==> config.mk <==
export PLATFORM = sky130hd
export DESIGN_NAME = system_config_register_bank
export DESIGN_NICKNAME = d
export VERILOG_FILES = /design/src/scu_config_pkg.sv /design/src/reset_flag_if.sv /design/src/reset_cause_keeper.sv /design/src/system_config_register_bank.sv
export SDC_FILE = /design/constraint.sdc
export NUM_CORES = 1
export LEC_CHECK = 0
export ABC_AREA = 1
export BUFFER_PORTS_ARGS = -buffer_cell sky130_fd_sc_hd__buf_2
export CORE_MARGIN = 3
export CORE_UTILIZATION = 40
export DETAILED_ROUTE_END_ITERATION = 16
export SYNTH_ARGS = -nofsm -noshare
export SYNTH_HDL_FRONTEND = slang
export SYNTH_HIERARCHICAL = 1
export SYNTH_SLANG_ARGS = --single-unit
==> constraint.sdc <==
create_clock -name core_clk -period 2.3 [get_ports core_clk]
set_clock_uncertainty 0.2 [all_clocks]
set_input_delay 0.23 -clock core_clk [delete_from_list [all_inputs] [get_ports core_clk]]
set_output_delay 0.23 -clock core_clk [all_outputs]
set_load 0.03 [all_outputs]
==> src/scu_config_pkg.sv <==
// Shared constants of the system configuration register bank
package scu_config_pkg;

  // Group bases; each group decodes one 256-byte window
  localparam logic [31:0] CHIP_CFG_BASE = 32'h4000_f000;
  localparam logic [31:0] CLK_GEN_BASE  = 32'h4000_1800;
  localparam logic [31:0] LOW_VOLT_BASE = 32'h4000_5100;
  localparam int          GROUP_OFS_BITS = 8;

  // Chip configuration group offsets
  localparam logic [7:0] OFS_MAKER_ID   = 8'h00;
  localparam logic [7:0] OFS_PART_ID    = 8'h04;
  localparam logic [7:0] OFS_REVISION   = 8'h08;
  localparam logic [7:0] OFS_REMAP      = 8'h14;
  localparam logic [7:0] OFS_BOOT_PIN   = 8'h18;
  localparam logic [7:0] OFS_RST_FLAGS  = 8'h1c;
  localparam logic [7:0] OFS_NMI_SEL    = 8'h20;
  localparam logic [7:0] OFS_SW_RESET   = 8'h24;
  localparam logic [7:0] OFS_RST_VALID  = 8'h28;
  localparam logic [7:0] OFS_WUT_CTRL   = 8'h2c;
  localparam logic [7:0] OFS_WUT_RELOAD = 8'h30;

  // Low-voltage group offsets
  localparam logic [7:0] OFS_LVI_CTRL = 8'h00;
  localparam logic [7:0] OFS_LVR_CTRL = 8'h04;
  localparam logic [31:0] LOW_VOLT_RESET = 32'h0000_0000;

  // Clock generation group: offsets and reset values, same order
  localparam int CLK_REG_COUNT = 12;
  localparam logic [7:0] CLK_OFS [CLK_REG_COUNT] = '{
    8'h00, 8'h04, 8'h08, 8'h0c, 8'h10, 8'h14,
    8'h20, 8'h24, 8'h40, 8'h60, 8'h64, 8'h84};
  localparam logic [31:0] CLK_RST [CLK_REG_COUNT] = '{
    32'h0000_0000, 32'h0000_000c, 32'h0000_0000, 32'h0000_0000,
    32'h0000_0000, 32'h0000_0000, 32'h0000_0000, 32'h0002_0000,
    32'h0000_0000, 32'h0000_0000, 32'h0000_0000, 32'h0000_0038};

  // Write keys and command codes
  localparam int          KEY_LSB         = 16;
  localparam logic [15:0] REMAP_KEY       = 16'he2f1;
  localparam logic [15:0] SW_RESET_KEY    = 16'h9eb3;
  localparam logic [7:0]  SW_RESET_CODE   = 8'h2d;
  localparam logic [7:0]  REMAP_BOOT_CODE = 8'h69;
  localparam logic [7:0]  REMAP_RESET     = 8'h00;

  // Field layouts and reset values
  localparam int          BOOT_IND_LSB    = 5;
  localparam int          BOOT_PIN_BIT    = 0;
  localparam logic [7:0]  NMI_FIELD_MASK  = 8'hdf;
  localparam logic [7:0]  NMI_RESET       = 8'h00;
  localparam logic [31:0] RESET_VALID_VAL = 32'h0000_0055;
  localparam logic [31:0] WUT_CTRL_MASK   = 32'h0000_0083;
  localparam logic [31:0] WUT_CTRL_RESET  = 32'h0000_0000;
  localparam logic [31:0] WUT_DATA_MASK   = 32'h00ff_ffff;
  localparam logic [31:0] WUT_DATA_RESET  = 32'h0000_1f40;

  // Reset-cause flag positions
  localparam int         FLAG_WIDTH     = 6;
  localparam int         FLAG_MON       = 5;
  localparam int         FLAG_SW        = 4;
  localparam int         FLAG_EXT       = 3;
  localparam int         FLAG_WDT       = 2;
  localparam int         FLAG_LVR       = 1;
  localparam int         FLAG_POR       = 0;
  localparam logic [5:0] FLAGS_AT_POR   = 6'h01;

  // Synchroniser lanes and their idle values
  localparam int         SYNC_WIDTH  = 6;
  localparam int         LANE_EXT    = 0;
  localparam int         LANE_LVR    = 1;
  localparam int         LANE_WDT    = 2;
  localparam int         LANE_MON    = 3;
  localparam int         LANE_DEEP   = 4;
  localparam int         LANE_BOOT   = 5;
  localparam logic [5:0] SYNC_RESET  = 6'h01;

endpackage : scu_config_pkg

==> src/reset_flag_if.sv <==
// Link between the register bank and the reset-cause flag keeper
interface reset_flag_if;
  import scu_config_pkg::*;

  logic [FLAG_WIDTH-1:0] setEvents;
  logic [FLAG_WIDTH-1:0] clearMask;
  logic [FLAG_WIDTH-1:0] flags;

  modport bank (
    output setEvents,
    output clearMask,
    input  flags
  );

  modport keeper (
    input  setEvents,
    input  clearMask,
    output flags
  );

endinterface : reset_flag_if

==> src/reset_cause_keeper.sv <==
// Sticky reset-cause flags with write-one-to-clear
module reset_cause_keeper
  import scu_config_pkg::*;
(
  input wire logic      core_clk,
  input wire logic      resetn,
  reset_flag_if.keeper  flagPort
);

  logic [FLAG_WIDTH-1:0] flags_reg;
  logic [FLAG_WIDTH-1:0] flags_next;

  // Set beats a clear landing in the same cycle
  assign flags_next = (flags_reg & ~flagPort.clearMask) | flagPort.setEvents;

  always_ff @(posedge core_clk or negedge resetn) begin
    if (!resetn) begin
      flags_reg <= FLAGS_AT_POR;
    end else begin
      flags_reg <= flags_next;
    end
  end

  assign flagPort.flags = flags_reg;

endmodule : reset_cause_keeper

==> src/system_config_register_bank.sv <==
// System configuration register bank: identity, remap, boot pin, reset causes, NMI
// Function
// - Decode chip configuration, clock generation and low-voltage groups at fixed bases.
// - Offset zero returns a fixed maker identification word; writes do nothing.
// - Offset four returns the part identification word of the memory variant.
// - Part identification is loaded by hardware from the start-up option read.
// - Revision value sits in bits 7..0; upper bits read zero.
// - Remap writes need the unlock key in bits 31..16, else ignored.
// - Remap writes also need bits 15..8 to invert bits 7..0.
// - Remap code 0x69 puts boot ROM at zero; other values put flash there.
// - Remapped program memory stays reachable at its original address.
// - Power-on clears boot indicator; external pin clears its upper bit only.
// - Boot pin status follows pin level, reads one when not boot function.
// - Every system reset restores boot pin function, pull-up and debounce.
// - Each reset source except deepest wake-up sets its own sticky flag at bits 5..0.
// - A flag clears only when software writes one to it or at power-on.
// - Power-on sets the power-on flag and clears all others.
// - Deepest wake-up may leave the power-on flag clear.
// - Sources active during power-on may also set their flags.
// - Debugger core reset touches only the processor, not these registers.
// - NMI register holds enable, clock-monitor route and source index, reset zero.
// - Reset validation reads 0x55; wake-up timer data resets to 0x1f40.
// - NMI bit 7 enables, bit 6 routes clock monitor, bits 4..0 index.
// - Software system reset only with reset key and command code 0x2d.
module system_config_register_bank
  import scu_config_pkg::*;
#(
  parameter logic [31:0] MAKER_ID = 32'h5a3c_0001, // Arbitrary value
  parameter logic [7:0]  REVISION = 8'h01          // Arbitrary value
) (
  input  wire logic        core_clk,
  input  wire logic        resetn,
  input  wire logic [31:0] busAddr,
  input  wire logic [31:0] busWdata,
  input  wire logic        busWrite,
  input  wire logic        busRead,
  output logic      [31:0] busRdata,
  input  wire logic        extResetPinN,
  input  wire logic        lvrResetReq,
  input  wire logic        wdtResetReq,
  input  wire logic        monResetReq,
  input  wire logic        deepWakeReset,
  input  wire logic        bootPin,
  input  wire logic        bootPinAltSelected,
  input  wire logic        cfgOptionValid,
  input  wire logic [31:0] cfgOptionData,
  output logic             bootRomAtZero,
  output logic      [7:0]  nmiConfig,
  output logic      [1:0]  bootCheckIndicator,
  output logic             systemResetReq,
  output logic             bootPinDefaultLoad
);

  // Group window match on the upper address bits
  function automatic logic in_group(input logic [31:0] addr, input logic [31:0] base);
    in_group = (addr[31:GROUP_OFS_BITS] == base[31:GROUP_OFS_BITS]);
  endfunction : in_group

  // Clock generation lookup: {hit, index}
  function automatic logic [4:0] clk_lookup(input logic [7:0] ofs);
    clk_lookup = 5'h00;
    for (int i = 0; i < CLK_REG_COUNT; i++) begin
      if (CLK_OFS[i] == ofs) begin
        clk_lookup = {1'b1, 4'(i)};
      end
    end
  endfunction : clk_lookup

  // Pin synchronisers and reset-event detection
  logic [SYNC_WIDTH-1:0] rawPins;
  logic [SYNC_WIDTH-1:0] syncStage1_reg;
  logic [SYNC_WIDTH-1:0] syncStage2_reg;
  logic [SYNC_WIDTH-1:0] syncPrev_reg;

  assign rawPins = {bootPin, deepWakeReset, monResetReq,
                    wdtResetReq, lvrResetReq, extResetPinN};

  // Idle value of the external pin is high, so a pin held low at release fires
  always_ff @(posedge core_clk or negedge resetn) begin
    if (!resetn) begin
      syncStage1_reg <= SYNC_RESET;
    end else begin
      syncStage1_reg <= rawPins;
    end
  end

  always_ff @(posedge core_clk or negedge resetn) begin
    if (!resetn) begin
      syncStage2_reg <= SYNC_RESET;
    end else begin
      syncStage2_reg <= syncStage1_reg;
    end
  end

  always_ff @(posedge core_clk or negedge resetn) begin
    if (!resetn) begin
      syncPrev_reg <= SYNC_RESET;
    end else begin
      syncPrev_reg <= syncStage2_reg;
    end
  end

  wire logic extEvent  = syncPrev_reg[LANE_EXT] & ~syncStage2_reg[LANE_EXT];
  wire logic lvrEvent  = syncStage2_reg[LANE_LVR] & ~syncPrev_reg[LANE_LVR];
  wire logic wdtEvent  = syncStage2_reg[LANE_WDT] & ~syncPrev_reg[LANE_WDT];
  wire logic monEvent  = syncStage2_reg[LANE_MON] & ~syncPrev_reg[LANE_MON];
  wire logic deepEvent = syncStage2_reg[LANE_DEEP] & ~syncPrev_reg[LANE_DEEP];
  wire logic bootLevel = syncStage2_reg[LANE_BOOT];

  // Bus decode
  wire logic [7:0]  ofs       = busAddr[GROUP_OFS_BITS-1:0];
  wire logic        hitChip   = in_group(busAddr, CHIP_CFG_BASE);
  wire logic        hitClk    = in_group(busAddr, CLK_GEN_BASE);
  wire logic        hitLowV   = in_group(busAddr, LOW_VOLT_BASE);
  wire logic [4:0]  clkFind   = clk_lookup(ofs);
  wire logic        clkHit    = hitClk & clkFind[4];
  wire logic [3:0]  clkIdx    = clkFind[3:0];
  wire logic        wrChip    = busWrite & hitChip;
  wire logic [15:0] wrKey     = busWdata[31:KEY_LSB];
  wire logic [7:0]  wrLow     = busWdata[7:0];
  wire logic [7:0]  wrInv     = busWdata[15:8];

  wire logic remapWrite = wrChip & (ofs == OFS_REMAP)
                        & (wrKey == REMAP_KEY)
                        & (wrInv == ~wrLow);
  wire logic swCommand  = wrChip & (ofs == OFS_SW_RESET)
                        & (wrKey == SW_RESET_KEY)
                        & (wrLow == SW_RESET_CODE);
  wire logic bootWrite  = wrChip & (ofs == OFS_BOOT_PIN);
  wire logic flagWrite  = wrChip & (ofs == OFS_RST_FLAGS);
  wire logic nmiWrite   = wrChip & (ofs == OFS_NMI_SEL);
  wire logic wutcWrite  = wrChip & (ofs == OFS_WUT_CTRL);
  wire logic wutdWrite  = wrChip & (ofs == OFS_WUT_RELOAD);
  wire logic lviWrite   = busWrite & hitLowV & (ofs == OFS_LVI_CTRL);
  wire logic lvrWrite   = busWrite & hitLowV & (ofs == OFS_LVR_CTRL);

  // Any warm system reset; a debugger core-only reset never arrives here
  wire logic warmEvent = extEvent | lvrEvent | wdtEvent | monEvent
                       | deepEvent | swCommand;

  // Reset-cause flags
  reset_flag_if flagLink ();

  // Deepest wake-up sets no flag here
  assign flagLink.setEvents = {monEvent, swCommand, extEvent,
                               wdtEvent, lvrEvent, 1'b0};
  assign flagLink.clearMask = flagWrite ? busWdata[FLAG_WIDTH-1:0]
                                        : {FLAG_WIDTH{1'b0}};

  reset_cause_keeper flagKeeper (
    .core_clk (core_clk),
    .resetn   (resetn),
    .flagPort (flagLink.keeper)
  );

  // Chip configuration state
  logic [31:0] partId_reg;
  logic [7:0]  remapSel_reg;
  logic [1:0]  bootInd_reg;
  logic [7:0]  nmi_reg;
  logic [31:0] wutCtrl_reg;
  logic [31:0] wutData_reg;

  // Part code comes from the option read at start-up, not a constant
  always_ff @(posedge core_clk or negedge resetn) begin
    if (!resetn) begin
      partId_reg <= 32'h0000_0000;
    end else if (cfgOptionValid) begin
      partId_reg <= cfgOptionData;
    end
  end

  always_ff @(posedge core_clk or negedge resetn) begin
    if (!resetn) begin
      remapSel_reg <= REMAP_RESET;
    end else if (warmEvent) begin
      remapSel_reg <= REMAP_RESET;
    end else if (remapWrite) begin
      remapSel_reg <= wrLow;
    end
  end

  // Power-on clears both bits, external pin only the upper one
  always_ff @(posedge core_clk or negedge resetn) begin
    if (!resetn) begin
      bootInd_reg <= 2'b00;
    end else if (extEvent) begin
      bootInd_reg <= {1'b0, bootInd_reg[0]};
    end else if (bootWrite) begin
      bootInd_reg <= busWdata[BOOT_IND_LSB +: 2];
    end
  end

  always_ff @(posedge core_clk or negedge resetn) begin
    if (!resetn) begin
      nmi_reg <= NMI_RESET;
    end else if (warmEvent) begin
      nmi_reg <= NMI_RESET;
    end else if (nmiWrite) begin
      nmi_reg <= wrLow & NMI_FIELD_MASK;
    end
  end

  always_ff @(posedge core_clk or negedge resetn) begin
    if (!resetn) begin
      wutCtrl_reg <= WUT_CTRL_RESET;
    end else if (warmEvent) begin
      wutCtrl_reg <= WUT_CTRL_RESET;
    end else if (wutcWrite) begin
      wutCtrl_reg <= busWdata & WUT_CTRL_MASK;
    end
  end

  always_ff @(posedge core_clk or negedge resetn) begin
    if (!resetn) begin
      wutData_reg <= WUT_DATA_RESET;
    end else if (warmEvent) begin
      wutData_reg <= WUT_DATA_RESET;
    end else if (wutdWrite) begin
      wutData_reg <= busWdata & WUT_DATA_MASK;
    end
  end

  // Clock generation and low-voltage groups (plain storage)
  logic [31:0] clkGen_reg [CLK_REG_COUNT];
  logic [31:0] lviCtrl_reg;
  logic [31:0] lvrCtrl_reg;

  always_ff @(posedge core_clk or negedge resetn) begin
    if (!resetn) begin
      for (int i = 0; i < CLK_REG_COUNT; i++) begin
        clkGen_reg[i] <= CLK_RST[i];
      end
    end else begin
      for (int i = 0; i < CLK_REG_COUNT; i++) begin
        if (warmEvent) begin
          clkGen_reg[i] <= CLK_RST[i];
        end else if (busWrite && clkHit && clkIdx == 4'(i)) begin
          clkGen_reg[i] <= busWdata;
        end
      end
    end
  end

  // Only power-on or deepest wake-up clears the low-voltage controls
  always_ff @(posedge core_clk or negedge resetn) begin
    if (!resetn) begin
      lviCtrl_reg <= LOW_VOLT_RESET;
    end else if (deepEvent) begin
      lviCtrl_reg <= LOW_VOLT_RESET;
    end else if (lviWrite) begin
      lviCtrl_reg <= busWdata;
    end
  end

  always_ff @(posedge core_clk or negedge resetn) begin
    if (!resetn) begin
      lvrCtrl_reg <= LOW_VOLT_RESET;
    end else if (deepEvent) begin
      lvrCtrl_reg <= LOW_VOLT_RESET;
    end else if (lvrWrite) begin
      lvrCtrl_reg <= busWdata;
    end
  end

  // Read data
  wire logic        pinStatus = bootPinAltSelected ? bootLevel : 1'b1;
  wire logic [31:0] bootWord  = {25'h0, bootInd_reg, 4'h0, pinStatus};
  logic      [31:0] chipRead;
  logic      [31:0] lowVRead;
  logic      [31:0] readData;

  // Unused offsets and reserved bits read zero; no error path exists
  always_comb begin
    case (ofs)
      OFS_MAKER_ID:   chipRead = MAKER_ID;
      OFS_PART_ID:    chipRead = partId_reg;
      OFS_REVISION:   chipRead = {24'h0, REVISION};
      OFS_REMAP:      chipRead = {24'h0, remapSel_reg};
      OFS_BOOT_PIN:   chipRead = bootWord;
      OFS_RST_FLAGS:  chipRead = {26'h0, flagLink.flags};
      OFS_NMI_SEL:    chipRead = {24'h0, nmi_reg};
      OFS_RST_VALID:  chipRead = RESET_VALID_VAL;
      OFS_WUT_CTRL:   chipRead = wutCtrl_reg;
      OFS_WUT_RELOAD: chipRead = wutData_reg;
      default:        chipRead = 32'h0000_0000;
    endcase
  end

  always_comb begin
    case (ofs)
      OFS_LVI_CTRL: lowVRead = lviCtrl_reg;
      OFS_LVR_CTRL: lowVRead = lvrCtrl_reg;
      default:      lowVRead = 32'h0000_0000;
    endcase
  end

  assign readData = hitChip ? chipRead
                  : clkHit  ? clkGen_reg[clkIdx]
                  : hitLowV ? lowVRead
                  : 32'h0000_0000;

  // Registered outputs
  logic [31:0] busRdata_reg;
  logic        bootRomAtZero_reg;
  logic        systemResetReq_reg;
  logic        bootPinDefaultLoad_reg;

  always_ff @(posedge core_clk or negedge resetn) begin
    if (!resetn) begin
      busRdata_reg <= 32'h0000_0000;
    end else begin
      busRdata_reg <= busRead ? readData : 32'h0000_0000;
    end
  end

  always_ff @(posedge core_clk or negedge resetn) begin
    if (!resetn) begin
      bootRomAtZero_reg <= 1'b0;
    end else begin
      bootRomAtZero_reg <= (remapSel_reg == REMAP_BOOT_CODE);
    end
  end

  always_ff @(posedge core_clk or negedge resetn) begin
    if (!resetn) begin
      systemResetReq_reg <= 1'b0;
    end else begin
      systemResetReq_reg <= swCommand;
    end
  end

  // Default pin setup is requested at power-on and at every warm reset
  always_ff @(posedge core_clk or negedge resetn) begin
    if (!resetn) begin
      bootPinDefaultLoad_reg <= 1'b1;
    end else begin
      bootPinDefaultLoad_reg <= warmEvent;
    end
  end

  // Flash keeps its own address whichever image sits at zero
  assign busRdata           = busRdata_reg;
  assign bootRomAtZero      = bootRomAtZero_reg;
  assign nmiConfig          = nmi_reg;
  assign bootCheckIndicator = bootInd_reg;
  assign systemResetReq     = systemResetReq_reg;
  assign bootPinDefaultLoad = bootPinDefaultLoad_reg;

endmodule : system_config_register_bank

* Yosys cells after proc, flatten, opt, wreduce, memory -nomap -nowiden *
Cells that the tools add are included.

word-level totals
  register bits after elaboration = 620
  input port bits = 108
  output and inout bits = 45
  logic and storage cells = 203

cells by class
  $lt $le $gt $ge = 1
  equal/unequal tests = 40
  multiplexer cells = 61
  bitwise operators = 37
  reduce and logical (&&, ||, !) cells = 35

operators with widths
  cell                  number
  $mux 32               38
  $pmux 32 s10          1
  $bmux 32 s4           1
  $eq 24x23->1 const B  3
  $pmux 32 s2           1
  $mux 5                12
  $eq 8x6->1 const B    6
  $reduce_bool 2->1     19
  $eq 16x16->1 const B  2
  $mux 8                4
  $eq 7x8->1 const A    3
  $eq 8x5->1 const B    3
  $and 1x1->1           21
  $eq 4x3->1 const B    4
  $eq 4x4->1 const B    4
  $eq 4x8->1 const A    2
  $eq 5x8->1 const A    2
  $eq 6x8->1 const A    2
  $logic_and 1x1->1     13
  $eq 3x8->1 const A    1
  $eq 4x2->1 const B    2
  $eq 8x3->1 const B    1
  $eq 8x4->1 const B    1
  $eq 8x7->1 const B    1
  other kinds (17)      27

* Depth between registers and ports, before layout *
  word-level depth = 20
  depth in mapped cells = 17
  gate-level depth less buffers = 16

* Hierarchy *
Netlist, hierarchy kept.

by module, submodules not included
  module                       times used  cells each  area an instance (um^2)  seq. area each (um^2)
  system_config_register_bank  1           3,858       28,801.4                 14,433.8
  reset_cause_keeper           1           30          241.5                    151.4

* Worst setup path after synthesis *
No wires, ideal clock.

  path type = in2reg
  start = input busAddr[1]
  end = register clkGen_reg[245] (netlist name)
  library setup time = 132 ps
  arrival time = 1,945 ps
  data required time = 1,968 ps
  slack = 23 ps
  stages = 11
  path buffers = 1
  path through = nor2_1 -> nand2_1 -> a22oi_2 -> nor2_4 -> nand2_2 -> nand2_2 -> nor3_4 -> nand2_4 -> buf_2 -> nand3_1 -> o21ai_1

between the ends
  longest elaborated chain between the ends = 17
  elaborated cells on any way between the ends = 35
  those cells by class = 13 x eq/ne; 13 x mux; 5 x bitwise; 4 x reduce/logical

ends and longest elaborated chain
  what                            RTL line                            source
  start, declared                 system_config_register_bank.sv:33   input wire logic [31:0] busAddr,
  $logic_not 8->1                 system_config_register_bank.sv:63   if (CLK_OFS[i] == ofs) begin
  $mux 5 (12 in a row)            system_config_register_bank.sv:63
  $and 1x1->1                     system_config_register_bank.sv:116  wire logic clkHit = hitClk & clkFind[4];
  $logic_and 1x1->1 (2 in a row)  system_config_register_bank.sv:238  end else if (busWrite && clkHit && clkIdx == 4'(i)) begin
  $reduce_bool 2->1 (no line)     n/a
  end signal, assigned by index   system_config_register_bank.sv:232  clkGen_reg[i] <= CLK_RST[i];
  end signal, assigned by index   system_config_register_bank.sv:237  clkGen_reg[i] <= CLK_RST[i];
  end signal, assigned by index   system_config_register_bank.sv:239  clkGen_reg[i] <= busWdata;
  end, declared                   system_config_register_bank.sv:225  logic [31:0] clkGen_reg [CLK_REG_COUNT];

Several ways; a longest one is shown, not always the timed one.
A chain may end at the register's enable or synchronous reset.

* Worst setup path after layout *
  start = register syncStage2_reg[0]
  end = register clkGen_reg[305] (netlist name)

between the ends
  longest elaborated chain between the ends = 8
  elaborated cells on any way between the ends = 9
  those cells by class = 1 x mux; 7 x bitwise; 1 x reduce/logical

ends and longest elaborated chain
  what                                          RTL line                            source
  start, declared                               system_config_register_bank.sv:72   logic [SYNC_WIDTH-1:0] syncStage2_reg;
  start signal, assigned                        system_config_register_bank.sv:91   syncStage2_reg <= syncStage1_reg;
  $not 1->1 (*)                                 system_config_register_bank.sv:103  wire logic extEvent = syncPrev_reg[LANE_EXT] & ~syncStage2_reg[LANE_EXT];
  $and 1x1->1 (*)                               system_config_register_bank.sv:103
  named net extEvent                            system_config_register_bank.sv:103
  $or 1x1->1 (*) (3 in a row)                   system_config_register_bank.sv:138  wire logic warmEvent = extEvent | lvrEvent | wdtEvent | monEvent
  $or 1x1->1 (*) (2 in a row)                   system_config_register_bank.sv:139  | deepEvent | swCommand;
  $mux 32 or $reduce_bool 2->1 (tied branches)  n/a

Mark *: on every way through the listed nets, which the timed path passes. The rest lies on a longest branch.

==> flow_summary_export.csv <==
group,metric,value,unit
outcome,status,"finished, violations left",
outcome,violations,"setup timing",
timing,fin_crit_sh,102.6,%
global_route,grt_remaining_overflow,0,
detailed_routing,drt_iter0_markers,2924,
clocking,root_buffer,"clkbuf_16",
clocking,cts_buffers,66,
power,p_int,18030,uW
global_route,grt_use_total,27.78,%
synth,ys_ff_latch,582,
critical_path,endpoint,"clkGen_reg[305]$_DFFE_PN0P_",
place,place_area,0.03390,sq mm
timing,setup_ws,-0.05975,ns
timing,post-route-min-period,2.360,ns
finish,nNetsFinal,4475,
finish,syn_to_final_growth,37.08,%
clocking,cts.sinks,582,
critical_path,ff2ff_setup_slack,-0.06,ns
detailed_routing,dr.max_layer_used,"met4",
detailed_routing,drc,0,
synth,yosysUniqueCellTypes,43,
clocking,clk_latency,0.61,ns
critical_path,rr_worst_depth,12,
finish,fin_area,0.03981,sq mm
finish,fin_cells,5367,
place,dpl_worst_slack,-0.8327,ns
timing,max_clock_freq,423.8,MHz
timing,relSlewSlack,53.97,%
synth,ys_warn_count,6,
synth,syn_area,0.02904,sq mm
place,dp_cells,5097,
detailed_routing,ant_nets,0,
critical_path,worstSetupStartpoint,"syncStage2_reg[0]$_DFF_PN1_",
synth,yosysTopAreaCellShare,48.68,%
global_route,grt_pass1_wl,161.5,mm
power,clkPwrFrac,44.7,%
clocking,clk_pin_slew,0.06,ns
critical_path,r2r_end,"clkGen_reg[305]$_DFFE_PN0P_",
timing,rsz0062_at_grt,"yes",
synth,ys_top_cells_by_count,"nand2_1 (1141), dfrtp_1 (565), inv_1 (456)",
timing,final_hold_viol_count,0,
detailed_routing,m1WireLength,46.93,mm
worst_hold_path,hold_start,"busWdata[3]",
synth,synth.most_common_cell,"nand2_1",
synth,synth_edf_count,0,
worst_hold_path,hold_class,"in -> reg",
power,switching_power,6283,uW
clocking,cts_tree,"built",
run,drv_cap,0,
global_route,grt_max_degree,87,
synth,synthCells,3888,
finish,largest_register_ffs,384,
critical_path,cp_data_arrival_time,2.68,ns
synth,ys_async_sr_fraction,100.0,%
global_route,antenna_found_initial,1,
critical_path,crit_type,"reg -> reg",
die,die-area,0.07588,sq mm
power,netSwitchingFraction,25.84,%
timing,holdWs,0.003578,ns
die,io_pins,153,
timing,final_max_slew_viol_count,0,
timing,setup_violations,112,
die,placementRows,98,
synth,synthTopCellsByArea,"dfrtp_1 (49%), nand2_1 (15%), nand3_1 (7.6%)",
place,dp_hpwl,67.71,mm
critical_path,crit_path_start_kind,"register",
detailed_routing,totalWireLength,109.5,mm
synth,synth_top_area_cell,"dfrtp_1",
critical_path,cp.required,2.62,ns
finish,final_layout_size_suffix_gt1_share,25.20,%
detailed_routing,via_per_inst,5.350,
detailed_routing,wl_met2,50.16,mm
die,start_util,40.49,%
critical_path,rr_startpoint,"syncStage2_reg[0]$_DFF_PN1_",
place,place_congestion,0.9201,
clocking,clockBufferDepth,3,
detailed_routing,drt_first_pass_iters,7,
power,power_density,610.7,mW/mm^2
timing,tightestPinTransition,0.6842,ns
critical_path,critPathMaxFanout,8,
place,port_buffers,151,
detailed_routing,vias,28715,
clocking,cts_max_level,3,
die,fp.coreArea,0.07173,sq mm
power,comb_power_share,11.6,%
critical_path,endpoint_kind,"register",
synth,seq_area_frac_synth,50.22,%
die,die-height,275.5,um
power,peakVddDrop,0.7712,mV
power,p_leak,0.01891,uW
global_route,grt_pass1_vias,26479,
synth,syn_avg_cell_area,7.470,sq um
detailed_routing,drt-wirelength-per-cell,20.40,um
power,pwr-share-seq,43.7,%
synth,yosys_most_used_dff,"dfrtp_1",
detailed_routing,met3_wirelength,8.916,mm
die,die_w,275.5,um
[worst max-delay path: stages (launching register included)]
cell and delay [ns]:
dfstp_2 0.55, nor2_4 0.05, inv_2 0.05, o21ai_2 0.06
nor4_4 0.28, nand2_2 0.12, buf_6 0.15, buf_16 0.19
buf_8 0.15, nor2_4 0.11, inv_4 0.07, clkbuf_16 0.15
o21ai_1 0.12
[placed cells by master (no fill, tap or decap), types with 17 or more instances in the layout]
master / synthesis / final
buf_12: 0 / 93
buf_2: 99 / 145
buf_4: 3 / 280
buf_6: 0 / 25
clkbuf_16: 0 / 83
dfrtp_1: 565 / 565
dfstp_2: 17 / 17
dlygate4sd3_1: 0 / 86
inv_1: 456 / 424
inv_2: 8 / 21
nand2_1: 1141 / 1118
nand2_2: 7 / 25
nand3_1: 443 / 432
nand3b_1: 32 / 32
nand4_1: 18 / 18
nor2_1: 259 / 213
nor2_2: 11 / 21
nor2_4: 2 / 38
o21ai_0: 278 / 136
o21ai_1: 271 / 177
o21ai_2: 0 / 233
[timing repair]
item,in CTS,in global routing
endpoints found under the setup margin,427,458
endpoints found under the hold margin,661,0
hold buffers,90,0
resized for setup,363,304
pin swaps,38,133
cloned,21,19
buffers inserted,30,14
[through the flow]
step	TNS, ns	util [%]	total power, uW
3_5_place_dp	-250.24	47.25	12800
6_report	-2.298	55.50	24310
3_3_place_gp	-274.36	47.25	12790
5_1_grt	-18.91	55.50	25060
4_1_cts	-18.27	53.62	24210
2_1_floorplan	0	-	11620
[logic make-up (layout without fill, tap and decap cells)]
logic type | count (synthesis) | after routing | synth area share, %
XOR/XNOR | 5 | 5 | 0.1508
flip-flops | 582 | 582 | 50.22
other | 1 | 3 | 0.01291
multiplexers | 4 | 4 | 0.1551
buffers and inverters | 737 | 1263 | 9.991
AND/OR/NAND/NOR | 1939 | 1940 | 28.18
AO/OA/AOI/OAI | 620 | 620 | 11.29
[power groups by stage]
| stage | combinational [uW] | sequential (uW) | clock, uW |
|---|---|---|---|
| 6_report | 2830 | 10600 | 10900 |
| 5_1_grt | 3010 | 10600 | 11400 |
| 4_1_cts | 2570 | 10600 | 11000 |
| 3_5_place_dp | 2000 | 10800 | 0 |
| 3_3_place_gp | 2000 | 10800 | 0 |
| 2_1_floorplan | 832 | 10800 | 0 |
[final cells by class]
cell class	instances	area (sq um)
Clock buffer	97	1971
Antenna cell	1	2.502
Multi-Input combinational cell	2571	13030
Inverter	466	1853
Sequential cell	582	14590
Tap cell	950	1189
Fill cell	6522	31920
Timing Repair inverter	8	117.6
Timing Repair Buffer	672	6808
Clock inverter	20	254.0
[worst min path at each step]
stage	to	cells after the start	slack, ns
after floorplan	bootCheckIndicator[0]$_DFFE_PN0P_	0	-0.27
after detailed placement	partId_reg[29]$_DFFE_PN0P_	1	-0.03
final	systemResetReq$_DFF_PN0_	6	0.004
after global placement	partId_reg[29]$_DFFE_PN0P_	1	-0.02
after global routing	systemResetReq$_DFF_PN0_	6	0.02
after CTS	flagKeeper/flagPort.flags[0]$_DFF_PN1_	7	0.007
[layer usage]
layer | global-route usage, % | vias to the layer above
met5 | 0 | -
met4 | 8.922 | 0
met3 | 3.868 | 219
met2 | 43.90 | 1255
met1 | 39.48 | 13861
li1 | - | 13380
Note: power is estimated with default switching activity, not from simulation.
